### src/pkg/preload_pkg.sv
// ****************************************************************
// Shared constants of the register preload chain
// ****************************************************************
package preload_pkg;

  // Number of output macrocells that may sit in the chain
  localparam int unsigned NUM_CELLS   = 8;

  // Value of every macrocell register after reset
  localparam logic [7:0]  STATE_RESET = 8'h00;

  // Value of a single cell register after reset
  localparam logic        CELL_RESET  = 1'h0;

  // Index of the bottom macrocell, where the chain fills from when that cell is registered
  localparam int unsigned BOTTOM_CELL = 0;

  // Macrocell register source selection
  typedef enum logic [1:0] {
    CELL_HOLD,
    CELL_SHIFT,
    CELL_NEXT
  } cell_op_t;

endpackage : preload_pkg

### src/design/macro_cell.sv
`timescale 1ns/1ps
// ****************************************************************
// One output macrocell register with preload and normal load paths
// ****************************************************************
module macro_cell (
  // Clock and reset
  input  wire logic                 clk,
  input  wire logic                 rst,
  input  wire logic                 ce,
  // Source selection and data
  input  wire preload_pkg::cell_op_t op,
  input  wire logic                 shift_d,
  input  wire logic                 next_d,
  // Register output
  output logic                      q
);
  import preload_pkg::*;

  logic q_next;  // Value taken at the next enabled edge

  // Select the source; shift forces any level, legal or not
  always_comb begin
    unique case (op)
      CELL_SHIFT: q_next = shift_d;
      CELL_NEXT:  q_next = next_d;
      default:    q_next = q;  // Hold, also covers the unused code
    endcase
  end

  // Register itself, frozen while the enable is low
  always_ff @(posedge clk) begin
    if (rst) begin
      q <= CELL_RESET;
    end else if (ce) begin
      q <= q_next;
    end
  end

endmodule : macro_cell

### src/design/register_preload_chain.sv
`timescale 1ns/1ps
// Overview of operation
// - Preload mode only while pin at supervoltage
// - Each shift clock rise shifts one bit
// - Only registered macrocells form the chain
// - Chain fills from bottom register upward
// - Any register forced high or low synchronously
// - Normal clock loads next state after preload
module register_preload_chain (
  // Clock, reset and freeze
  input  wire  logic                              CLK,
  input  wire  logic                              RST,
  input  wire  logic                              CE,
  // Preload control pin, high while held at the supervoltage
  input  wire  logic                              PRELOAD_CONTROL_PIN,
  // Serial preload path
  input  wire  logic                              PRELOAD_SHIFT_CLOCK,
  input  wire  logic                              SERIAL_PRELOAD_IN,
  output logic                                    SERIAL_PRELOAD_OUT,
  output logic                                    SERIAL_PRELOAD_OUT_OE,
  // Macrocell configuration: bit set means registered output
  input  wire  logic [preload_pkg::NUM_CELLS-1:0] REGISTERED_MODE,
  // Normal operation: state clock and next state from the array
  input  wire  logic                              STATE_CLOCK,
  input  wire  logic [preload_pkg::NUM_CELLS-1:0] NEXT_STATE,
  // Macrocell register outputs
  output logic [preload_pkg::NUM_CELLS-1:0]       STATE_Q
);
  import preload_pkg::*;

  // ****************************************************************
  // Chain helpers
  // ****************************************************************

  // Source of cell i: nearest registered cell below, else serial in
  function automatic logic chain_src(input logic [NUM_CELLS-1:0] mode,
                                     input logic [NUM_CELLS-1:0] q,
                                     input logic                 sin,
                                     input int unsigned          i);
    logic found;
    logic v;
    // Start from the serial input; any registered cell below i replaces it
    found = 1'b0;
    v     = sin;
    for (int unsigned j = 0; j < NUM_CELLS; j++) begin
      if (j < i && mode[j]) begin
        v     = q[j];
        found = 1'b1;
      end
    end
    // Later hits overwrite earlier ones, so v ends as the nearest cell below
    return found ? v : sin;
  endfunction : chain_src

  // Bit at the far (top) end of the chain
  function automatic logic chain_top(input logic [NUM_CELLS-1:0] mode,
                                     input logic [NUM_CELLS-1:0] q);
    logic v;
    v = 1'b1;  // Open-drain idles released when no cell is registered
    // The last registered cell met walking upward is the far end
    for (int unsigned j = 0; j < NUM_CELLS; j++) begin
      if (mode[j]) begin
        v = q[j];
      end
    end
    return v;
  endfunction : chain_top

  // ****************************************************************
  // Edge detection and mode decode
  // ****************************************************************

  // The shift and state clocks are sampled, not used as clocks: each pulse
  // must stand at least one CLK cycle high and one low, or an edge is lost
  logic                 shift_prev_reg;  // Last shift clock sample
  logic                 clock_prev_reg;  // Last state clock sample
  logic                 out_reg;         // Serial out level register
  logic                 out_oe_reg;      // Serial out pull-down enable
  logic                 out_oe_next;     // Its next value
  logic [NUM_CELLS-1:0] src_vec;         // Shift source of each cell
  logic [NUM_CELLS-1:0] q;               // Macrocell register values
  cell_op_t             op_vec [NUM_CELLS];  // Per-cell operation

  // Decoded strobes, acted on only in cycles where CE is high
  wire preload_on = PRELOAD_CONTROL_PIN;
  wire shift_now  = PRELOAD_SHIFT_CLOCK & ~shift_prev_reg;
  wire clock_now  = STATE_CLOCK & ~clock_prev_reg;
  wire top_bit    = chain_top(REGISTERED_MODE, q);

  // A one is left to the pull-up, so an idle tester sees the line high
  // Pull the line low only for a zero while the output buffer is on
  assign out_oe_next = preload_on & ~top_bit;

  // ****************************************************************
  // Macrocells
  // ****************************************************************

  // Preload wins over the state clock, so a shift never races a load
  // A cell left out of the chain keeps its value through shifts and clocks
  generate
    for (genvar i = 0; i < NUM_CELLS; i++) begin : g_cell
      assign src_vec[i] = chain_src(REGISTERED_MODE, q, SERIAL_PRELOAD_IN, i);
      // Combinational cells are skipped by the shift path
      assign op_vec[i] = !REGISTERED_MODE[i]         ? CELL_HOLD :
                         (preload_on && shift_now)   ? CELL_SHIFT :
                         (!preload_on && clock_now)  ? CELL_NEXT :
                                                       CELL_HOLD;
      // Each cell flop sits in its own instance so the chain order stays visible
      macro_cell u_cell (
        .clk     (CLK),
        .rst     (RST),
        .ce      (CE),
        .op      (op_vec[i]),
        .shift_d (src_vec[i]),
        .next_d  (NEXT_STATE[i]),
        .q       (q[i])
      );
    end
  endgenerate

  // Every output comes straight from a flop: cell registers and serial pair
  assign STATE_Q               = q;
  assign SERIAL_PRELOAD_OUT    = out_reg;
  assign SERIAL_PRELOAD_OUT_OE = out_oe_reg;

  // ****************************************************************
  // Edge samplers and serial output register
  // ****************************************************************

  // Serial out lags the chain top by one cycle; tester samples late
  always_ff @(posedge CLK) begin
    if (RST) begin
      // Samplers clear, so a clock pin already high at release is an edge
      shift_prev_reg <= 1'b0;
      clock_prev_reg <= 1'b0;
      out_reg        <= 1'b0;
      out_oe_reg     <= 1'b0;
    end else if (CE) begin
      // Everything here freezes with CE, the edge samplers too
      shift_prev_reg <= PRELOAD_SHIFT_CLOCK;
      clock_prev_reg <= STATE_CLOCK;
      out_reg        <= 1'b0;         // Open-drain: only ever pulls low
      out_oe_reg     <= out_oe_next;
    end
  end
endmodule : register_preload_chain

### config.mk
export PLATFORM = sky130hd
export DESIGN_NAME = register_preload_chain
export DESIGN_NICKNAME = d
export VERILOG_FILES = /design/src/pkg/preload_pkg.sv /design/src/design/macro_cell.sv /design/src/design/register_preload_chain.sv
export SDC_FILE = /design/constraint.sdc
export NUM_CORES = 1
export LEC_CHECK = 0
export BUFFER_PORTS_ARGS = -buffer_cell sky130_fd_sc_hd__buf_2
export CAP_MARGIN = 20
export CORE_MARGIN = 10
export CORE_UTILIZATION = 56
export CTS_BUF_LIST = sky130_fd_sc_hd__clkbuf_4
export CTS_CLUSTER_SIZE = 30
export DETAILED_ROUTE_END_ITERATION = 8
export GPL_ROUTABILITY_DRIVEN = 0
export GPL_TIMING_DRIVEN = 0
export PLACE_DENSITY = 0.9
export SYNTH_ARGS = -nofsm -noshare
export SYNTH_HDL_FRONTEND = slang
export SYNTH_HIERARCHICAL = 1
export SYNTH_SLANG_ARGS = --single-unit
### constraint.sdc
create_clock -name CLK -period 5.33 [get_ports CLK]
set_input_delay 0.7995 -clock CLK [delete_from_list [all_inputs] [get_ports CLK]]
set_output_delay 0.7995 -clock CLK [all_outputs]
set_load 0.01 [all_outputs]
==> metrics.csv, run 1 <==
metric,value,unit
gr-total-overflow,0,
totalNegativeSetupSlack,0,ns
setup.worst_path.end_class,register,
syn-mean-instance-area,8.296,um2
cts_buffers,3,
place_hpwl,2.120,mm
maximum_number_of_pins_on_one_net_before_global_route_repair,22,
crit_path_cell_trace,buf_2 > a2111o_1 > a2111oi_4 > o311ai_2 > mux2_2 > mux2i_1 > a311oi_1,
initial_core_util,57.80,%
first_global_vias,1093,
critical_path_arrival,2.46,ns
seq_area_frac_synth,22.31,%
worstReg2RegStart,g_cell[1].u_cell/q$_SDFFE_PP0P_,
synth_top_flop_cell,dfxtp_1,
wl_per_cell,15.07,um
drt_pre_antenna_iters,4,
post_synth_arst_share,0,%
finalNonFillerCells,178,
final_min_period,2.321,ns
worst_pin_slew,0.8190,ns
clock_edge_transition_at_the_registers_on_the_reported_setup_and_hold_paths,0.07,ns
initial_antenna_violation_count,0,
multi_input_comb_area,684.4,um2
regMostFlops,g_cell.u_cell/q,
clockBufferDepth,2,
min-delay-start,clock_prev_reg$_SDFFE_PP0P_,
nFillCells,133,
floorplan.rows,15,
n_antenna_cell,0,
critical_path_maximum_fanout,7,
post_synth_most_frequent_cells,"17 x inv_1, 16 x and2_1, 11 x dfxtp_1",
max-cap-violations,0,
numClockSinks,11,
largest_register_ffs,8,
yosys_register_bits,11,
detailroute.via_count,994,
num-nets-final,185,
synthesis_warning_total,6,
tritoncts,done,
synth_top_area_share,22.31,%
power-per-cell-area,185.8,mW/mm2
synth_area_leader_cell,dfxtp_1,
die_height,61.99,um
synth_area,987.2,um2
flow.area_growth_from_synthesis,21.42,%
clockRootBuffer,clkbuf_4,
flip_flop_and_latch_area,220.2,um2
final_max_slew_viol_count,0,
drt_drc_violations_left,0,
crit_type,primary input to register,
top_level_ports,33,
numPlacedInstances,174,
final_design_area_no_fill,0.001199,mm2
first_pass_grt_wire_length,4.464,mm
worstSetupStartpointType,primary input,
vias_per_cell,5.584,
vdd_drop_max,0.1515,mV
netlist_instances,119,
clock-skew-final,0.005803,ns
drtIter0Drc,24,
post_route_cells_drive_above_1_share,25.49,%
crit_start,REGISTERED_MODE[0],
crit_path_top_delay_cell,a2111oi_4,
max_stage_delay,0.41,ns
static_leak,0.5712,nW
worst_slew_margin_rel,45.28,%
postCtsHoldBufs,0,
area_enclosed_by_the_die_boundary,0.003842,mm2
final_antenna_net_count,0,
dp_worst_setup_slack,2.731,ns
holdWs,0.4984,ns
grt_use_total,15.47,%
report.final.hold_viol_count,0,
fp.dieW,61.99,um
grt_setup_unrepaired,false,
insertion_delay,0.28,ns
place_area,0.001169,mm2
port_buffers,30,
setup_violations,0,
max_clock_freq,430.8,MHz
finalCritPeriodShare,43.55,%
post_cts.resized_instances,0,
synth_edf_count,0,
fp.coreArea,0.001708,mm2
synth_cell_type_count,32,
synthesis.nets,150,
cts-htree-levels,1,
setup_slack,3.009,ns
yosys-top-cells-area,"dfxtp_1 22%, and2_1 10%, ha_1 10%, mux2i_1 10%, a311oi_1 7.1%",
hp-class,register to register,
worst_endpoint_required_time,5.47,ns
cts_post_setup_buffers_inserted,0,
layout.core_utilization,70.18,%
routed_wirelength,2.682,mm
status,"finished, final reports clean",
post-synth-top-count-cell,inv_1,
total_power,222.7,uW
-- power breakdown --
group,switching (mW),internal [mW],leakage (nW)
logic,0.0361,0.0298,0.463
clock network,0.0315,0.0341,0.0184
registers,0.00420,0.0871,0.0900
-- cell families (layout without fill, tap and decap cells) --
| group | count (synthesis) | count (layout) | synth area share [%] |
|---|---|---|---|
| fa+ha+maj | 8 | 8 | 10.14 |
| mux | 11 | 11 | 11.28 |
| simple gates | 41 | 41 | 23.70 |
| buf+inv | 19 | 53 | 8.365 |
| other cells | 1 | 1 | 0.3799 |
| flops | 11 | 11 | 22.31 |
| compound gates | 28 | 28 | 23.83 |
-- per-layer routing --
metal  global-route usage, %  routed length [um]  vias to the layer above
met5                       0                   0                        -
li1                        -                   -                      497
met2                   29.39                1452                       25
met1                   15.76                1067                      464
met4                   7.006                  49                        0
met3                   3.049                 113                        8
-- final cells by class --
type / instances / area share [%]
inverter: 17 / 5.324
tap: 25 / 2.610
clock buffer: 4 / 2.505
timing repair buffer: 30 / 12.53
buffer: 2 / 1.566
sequential: 11 / 18.37
multi-input combinational: 89 / 57.10
-- worst max-delay path: cells and delay by family --
family	cells	cell delay, ns
muxes	2	0.43
buffers and inverters	1	0.15
AOI/OAI and AO/OA	4	1.07
-- cells in the final DEF (no fill, tap or decap) --
master     instances
and2_1            16
nand2b_1           1
nand3b_1           1
inv_1             17
nor3_1             1
dfxtp_1           11
and4b_1            1
buf_4              1
a21bo_1            1
ha_1               8
conb_1             1
o31ai_1            1
or2_1              1
a311oi_1           8
nand4_1            1
o311a_1            1
o311ai_2           1
clkbuf_4           4
and3b_1            1
o32ai_1            2
a2111oi_4          1
mux2i_1           10
nand2_1            6
nor3b_1            2
nor2_1             7
o21a_1             2
a2111o_1           1
mux2_2             1
nor4_1             1
buf_2             30
buf_6              1
a21oi_1           10
or4_1              1
nor2b_1            1
-- worst paths after layout --
path / end / slack (ns) / depth (start not counted)
setup / recovery: g_cell[6].u_cell/q$_SDFFE_PP0P_ / 3.01 / 7
setup reg to reg: g_cell[6].u_cell/q$_SDFFE_PP0P_ / 3.25 / 6
hold / removal: clock_prev_reg$_SDFFE_PP0P_ / 0.50 / 2
hold reg to reg: clock_prev_reg$_SDFFE_PP0P_ / 0.50 / 2
Note: power is estimated with default switching activity, not from simulation.
==> run 2: changes to the inputs <==
Settings changed: CORE_UTILIZATION 56 to 52, PLACE_DENSITY 0.9 to 0.85.
Clock period 5.33 ns to 2.3 ns, I/O delays scaled along.
==> metrics.csv, run 2 (same netlist as run 1, synthesis figures left out) <==
metric,value,unit
status,"finished, final reports clean",
area_enclosed_by_the_die_boundary,0.004041,mm2
worst_pin_slew,0.7836,ns
largest_register_ffs,8,
tritoncts,done,
gr-total-overflow,0,
clkPwrFrac,30.2,%
worst_slew_margin_rel,47.64,%
hold_path_depth,3,
final_antenna_net_count,0,
drt_pre_antenna_iters,4,
maximum_number_of_pins_on_one_net_before_global_route_repair,22,
kind_of_cell_adding_the_most_delay_to_the_critical_path,compound AO/OA/AOI/OAI gates,
nFillCells,170,
setup.worst_path.end_class,register,
clock-skew-final,0.01442,ns
worstReg2RegStart,g_cell[1].u_cell/q$_SDFFE_PP0P_,
detailroute.via_count,1006,
power.share.combinational,29.1,%
max_clock_freq,482.2,MHz
max_stage_delay,0.46,ns
dp_worst_setup_slack,0.1636,ns
layout.cells.most_common_list,"30 x buf_2, 17 x inv_1, 16 x and2_1",
switchingPower,169.4,uW
power_frac_seq,40.8,%
mostFrequentLayoutCell,buf_2,
die_height,63.57,um
clockRootBuffer,clkbuf_4,
drtIter0Drc,21,
max-cap-violations,0,
regMostFlops,g_cell.u_cell/q,
critPathBufInv,0,
min-delay-start,PRELOAD_SHIFT_CLOCK,
top_level_ports,33,
routed_wirelength,2.680,mm
post_cts.resized_instances,0,
wl_per_cell,15.06,um
cts-htree-levels,1,
postCtsHoldBufs,0,
final_min_period,2.074,ns
crit_path_top_delay_cell,a2111o_1,
vdd_drop_max,0.3256,mV
cells_on_worst_reg2reg_path,6,
clockBufferDepth,2,
power-per-cell-area,433.4,mW/mm2
hold_end,shift_prev_reg$_SDFFE_PP0P_,
flip_flop_and_latch_area,220.2,um2
insertion_delay,0.28,ns
crit_path_cell_trace,a2111o_1 > a2111oi_4 > o311ai_2 > mux2_2 > mux2i_1 > a311oi_1,
vias_per_cell,5.652,
fp.dieW,63.57,um
worst_r2r_dst,g_cell[6].u_cell/q$_SDFFE_PP0P_,
clock_edge_transition_at_the_registers_on_the_reported_setup_and_hold_paths,0.09,ns
finalCritPeriodShare,90.17,%
internal-power,350.1,uW
port_buffers,30,
critical_path_maximum_fanout,5,
cts_buffers,3,
power_switching_share,32.61,%
floorplan.rows,15,
grt_use_total,14.11,%
numClockSinks,11,
hp-class,primary input to register,
post_route_cells_drive_above_1_share,25.49,%
initial_antenna_violation_count,0,
place_hpwl,2.099,mm
fp.coreArea,0.001764,mm2
critical_path_arrival,2.21,ns
setup_slack,0.2260,ns
first_pass_grt_wire_length,4.698,mm
first_global_vias,1025,
drt_drc_violations_left,0,
worstSetupStartpointType,register,
multi_input_comb_area,684.4,um2
crit_type,register to register,
cts_post_setup_buffers_inserted,0,
report.final.hold_viol_count,0,
reg2reg_setup_slack,0.23,ns
worst_endpoint_required_time,2.44,ns
initial_core_util,55.96,%
totalNegativeSetupSlack,0,ns
flow.area_growth_from_synthesis,21.42,%
setup_violations,0,
final_max_slew_viol_count,0,
num-nets-final,185,
static_leak,0.5712,nW
n_antenna_cell,0,
grt_setup_unrepaired,false,
==> run 2: worst reg2reg max path: stages (launching register included) <==
cell       delay, ns
dfxtp_1         0.36
a2111o_1        0.46
a2111oi_4       0.40
o311ai_2        0.18
mux2_2          0.29
mux2i_1         0.13
a311oi_1        0.10
==> run 2: routing by layer <==
layer  global-route usage (%)  wire length, um  vias up
met3                    5.124              174        4
met5                        0                0        -
met1                    15.89             1102      471
met2                    23.87             1376       31
li1                         -                -      500
met4                    4.645               27        0
==> run 2: final cells by class <==
| class | instances | area share, % |
|---|---|---|
| Multi-Input combinational cell | 89 | 57.10 |
| Sequential cell | 11 | 18.37 |
| Timing Repair Buffer | 30 | 12.53 |
| Inverter | 17 | 5.324 |
| Tap cell | 25 | 2.610 |
| Clock buffer | 4 | 2.505 |
| Buffer | 2 | 1.566 |
==> run 2: how the worst max path moves through the flow <==
stage	from	endpoint	slack, ns	cells after the start
after global placement	REGISTERED_MODE[0]	g_cell[6].u_cell/q$_SDFFE_PP0P_	0.22	7
after detailed placement	PRELOAD_CONTROL_PIN	g_cell[5].u_cell/q$_SDFFE_PP0P_	0.16	7
after CTS	g_cell[1].u_cell/q$_SDFFE_PP0P_	g_cell[6].u_cell/q$_SDFFE_PP0P_	0.22	6
final	g_cell[1].u_cell/q$_SDFFE_PP0P_	g_cell[6].u_cell/q$_SDFFE_PP0P_	0.23	6
after global routing	clock_prev_reg$_SDFFE_PP0P_	g_cell[0].u_cell/q$_SDFFE_PP0P_	0.08	6
after floorplan	REGISTERED_MODE[1]	g_cell[6].u_cell/q$_SDFFE_PP0P_	0.33	7
==> run 2: through the flow <==
| step | cell area (um2) | util [%] | hold slack [ns] | cells | total power, mW |
|---|---|---|---|---|---|
| global route | 1199 | 67.94 | 0.3469 | 178 | 0.5560 |
| finish | 1199 | 67.94 | 0.3347 | 178 | 0.5195 |
| detailed placement | 1169 | 66.24 | 0.5073 | 174 | 0.3661 |
| floorplan | 987.2 | - | 0.4171 | 119 | 0.3032 |
| global placement | 1169 | 66.24 | 0.4742 | 174 | 0.3573 |
| CTS | 1199 | 67.94 | 0.3355 | 178 | 0.5231 |
==> run 2: power groups by stage <==
stage               Sequential [mW]  Clock, mW  Combinational [mW]
floorplan                     0.219          0              0.0846
global placement              0.215          0               0.142
detailed placement            0.216          0               0.150
CTS                           0.211      0.160               0.152
global route                  0.214      0.172               0.171
finish                        0.212      0.157               0.151
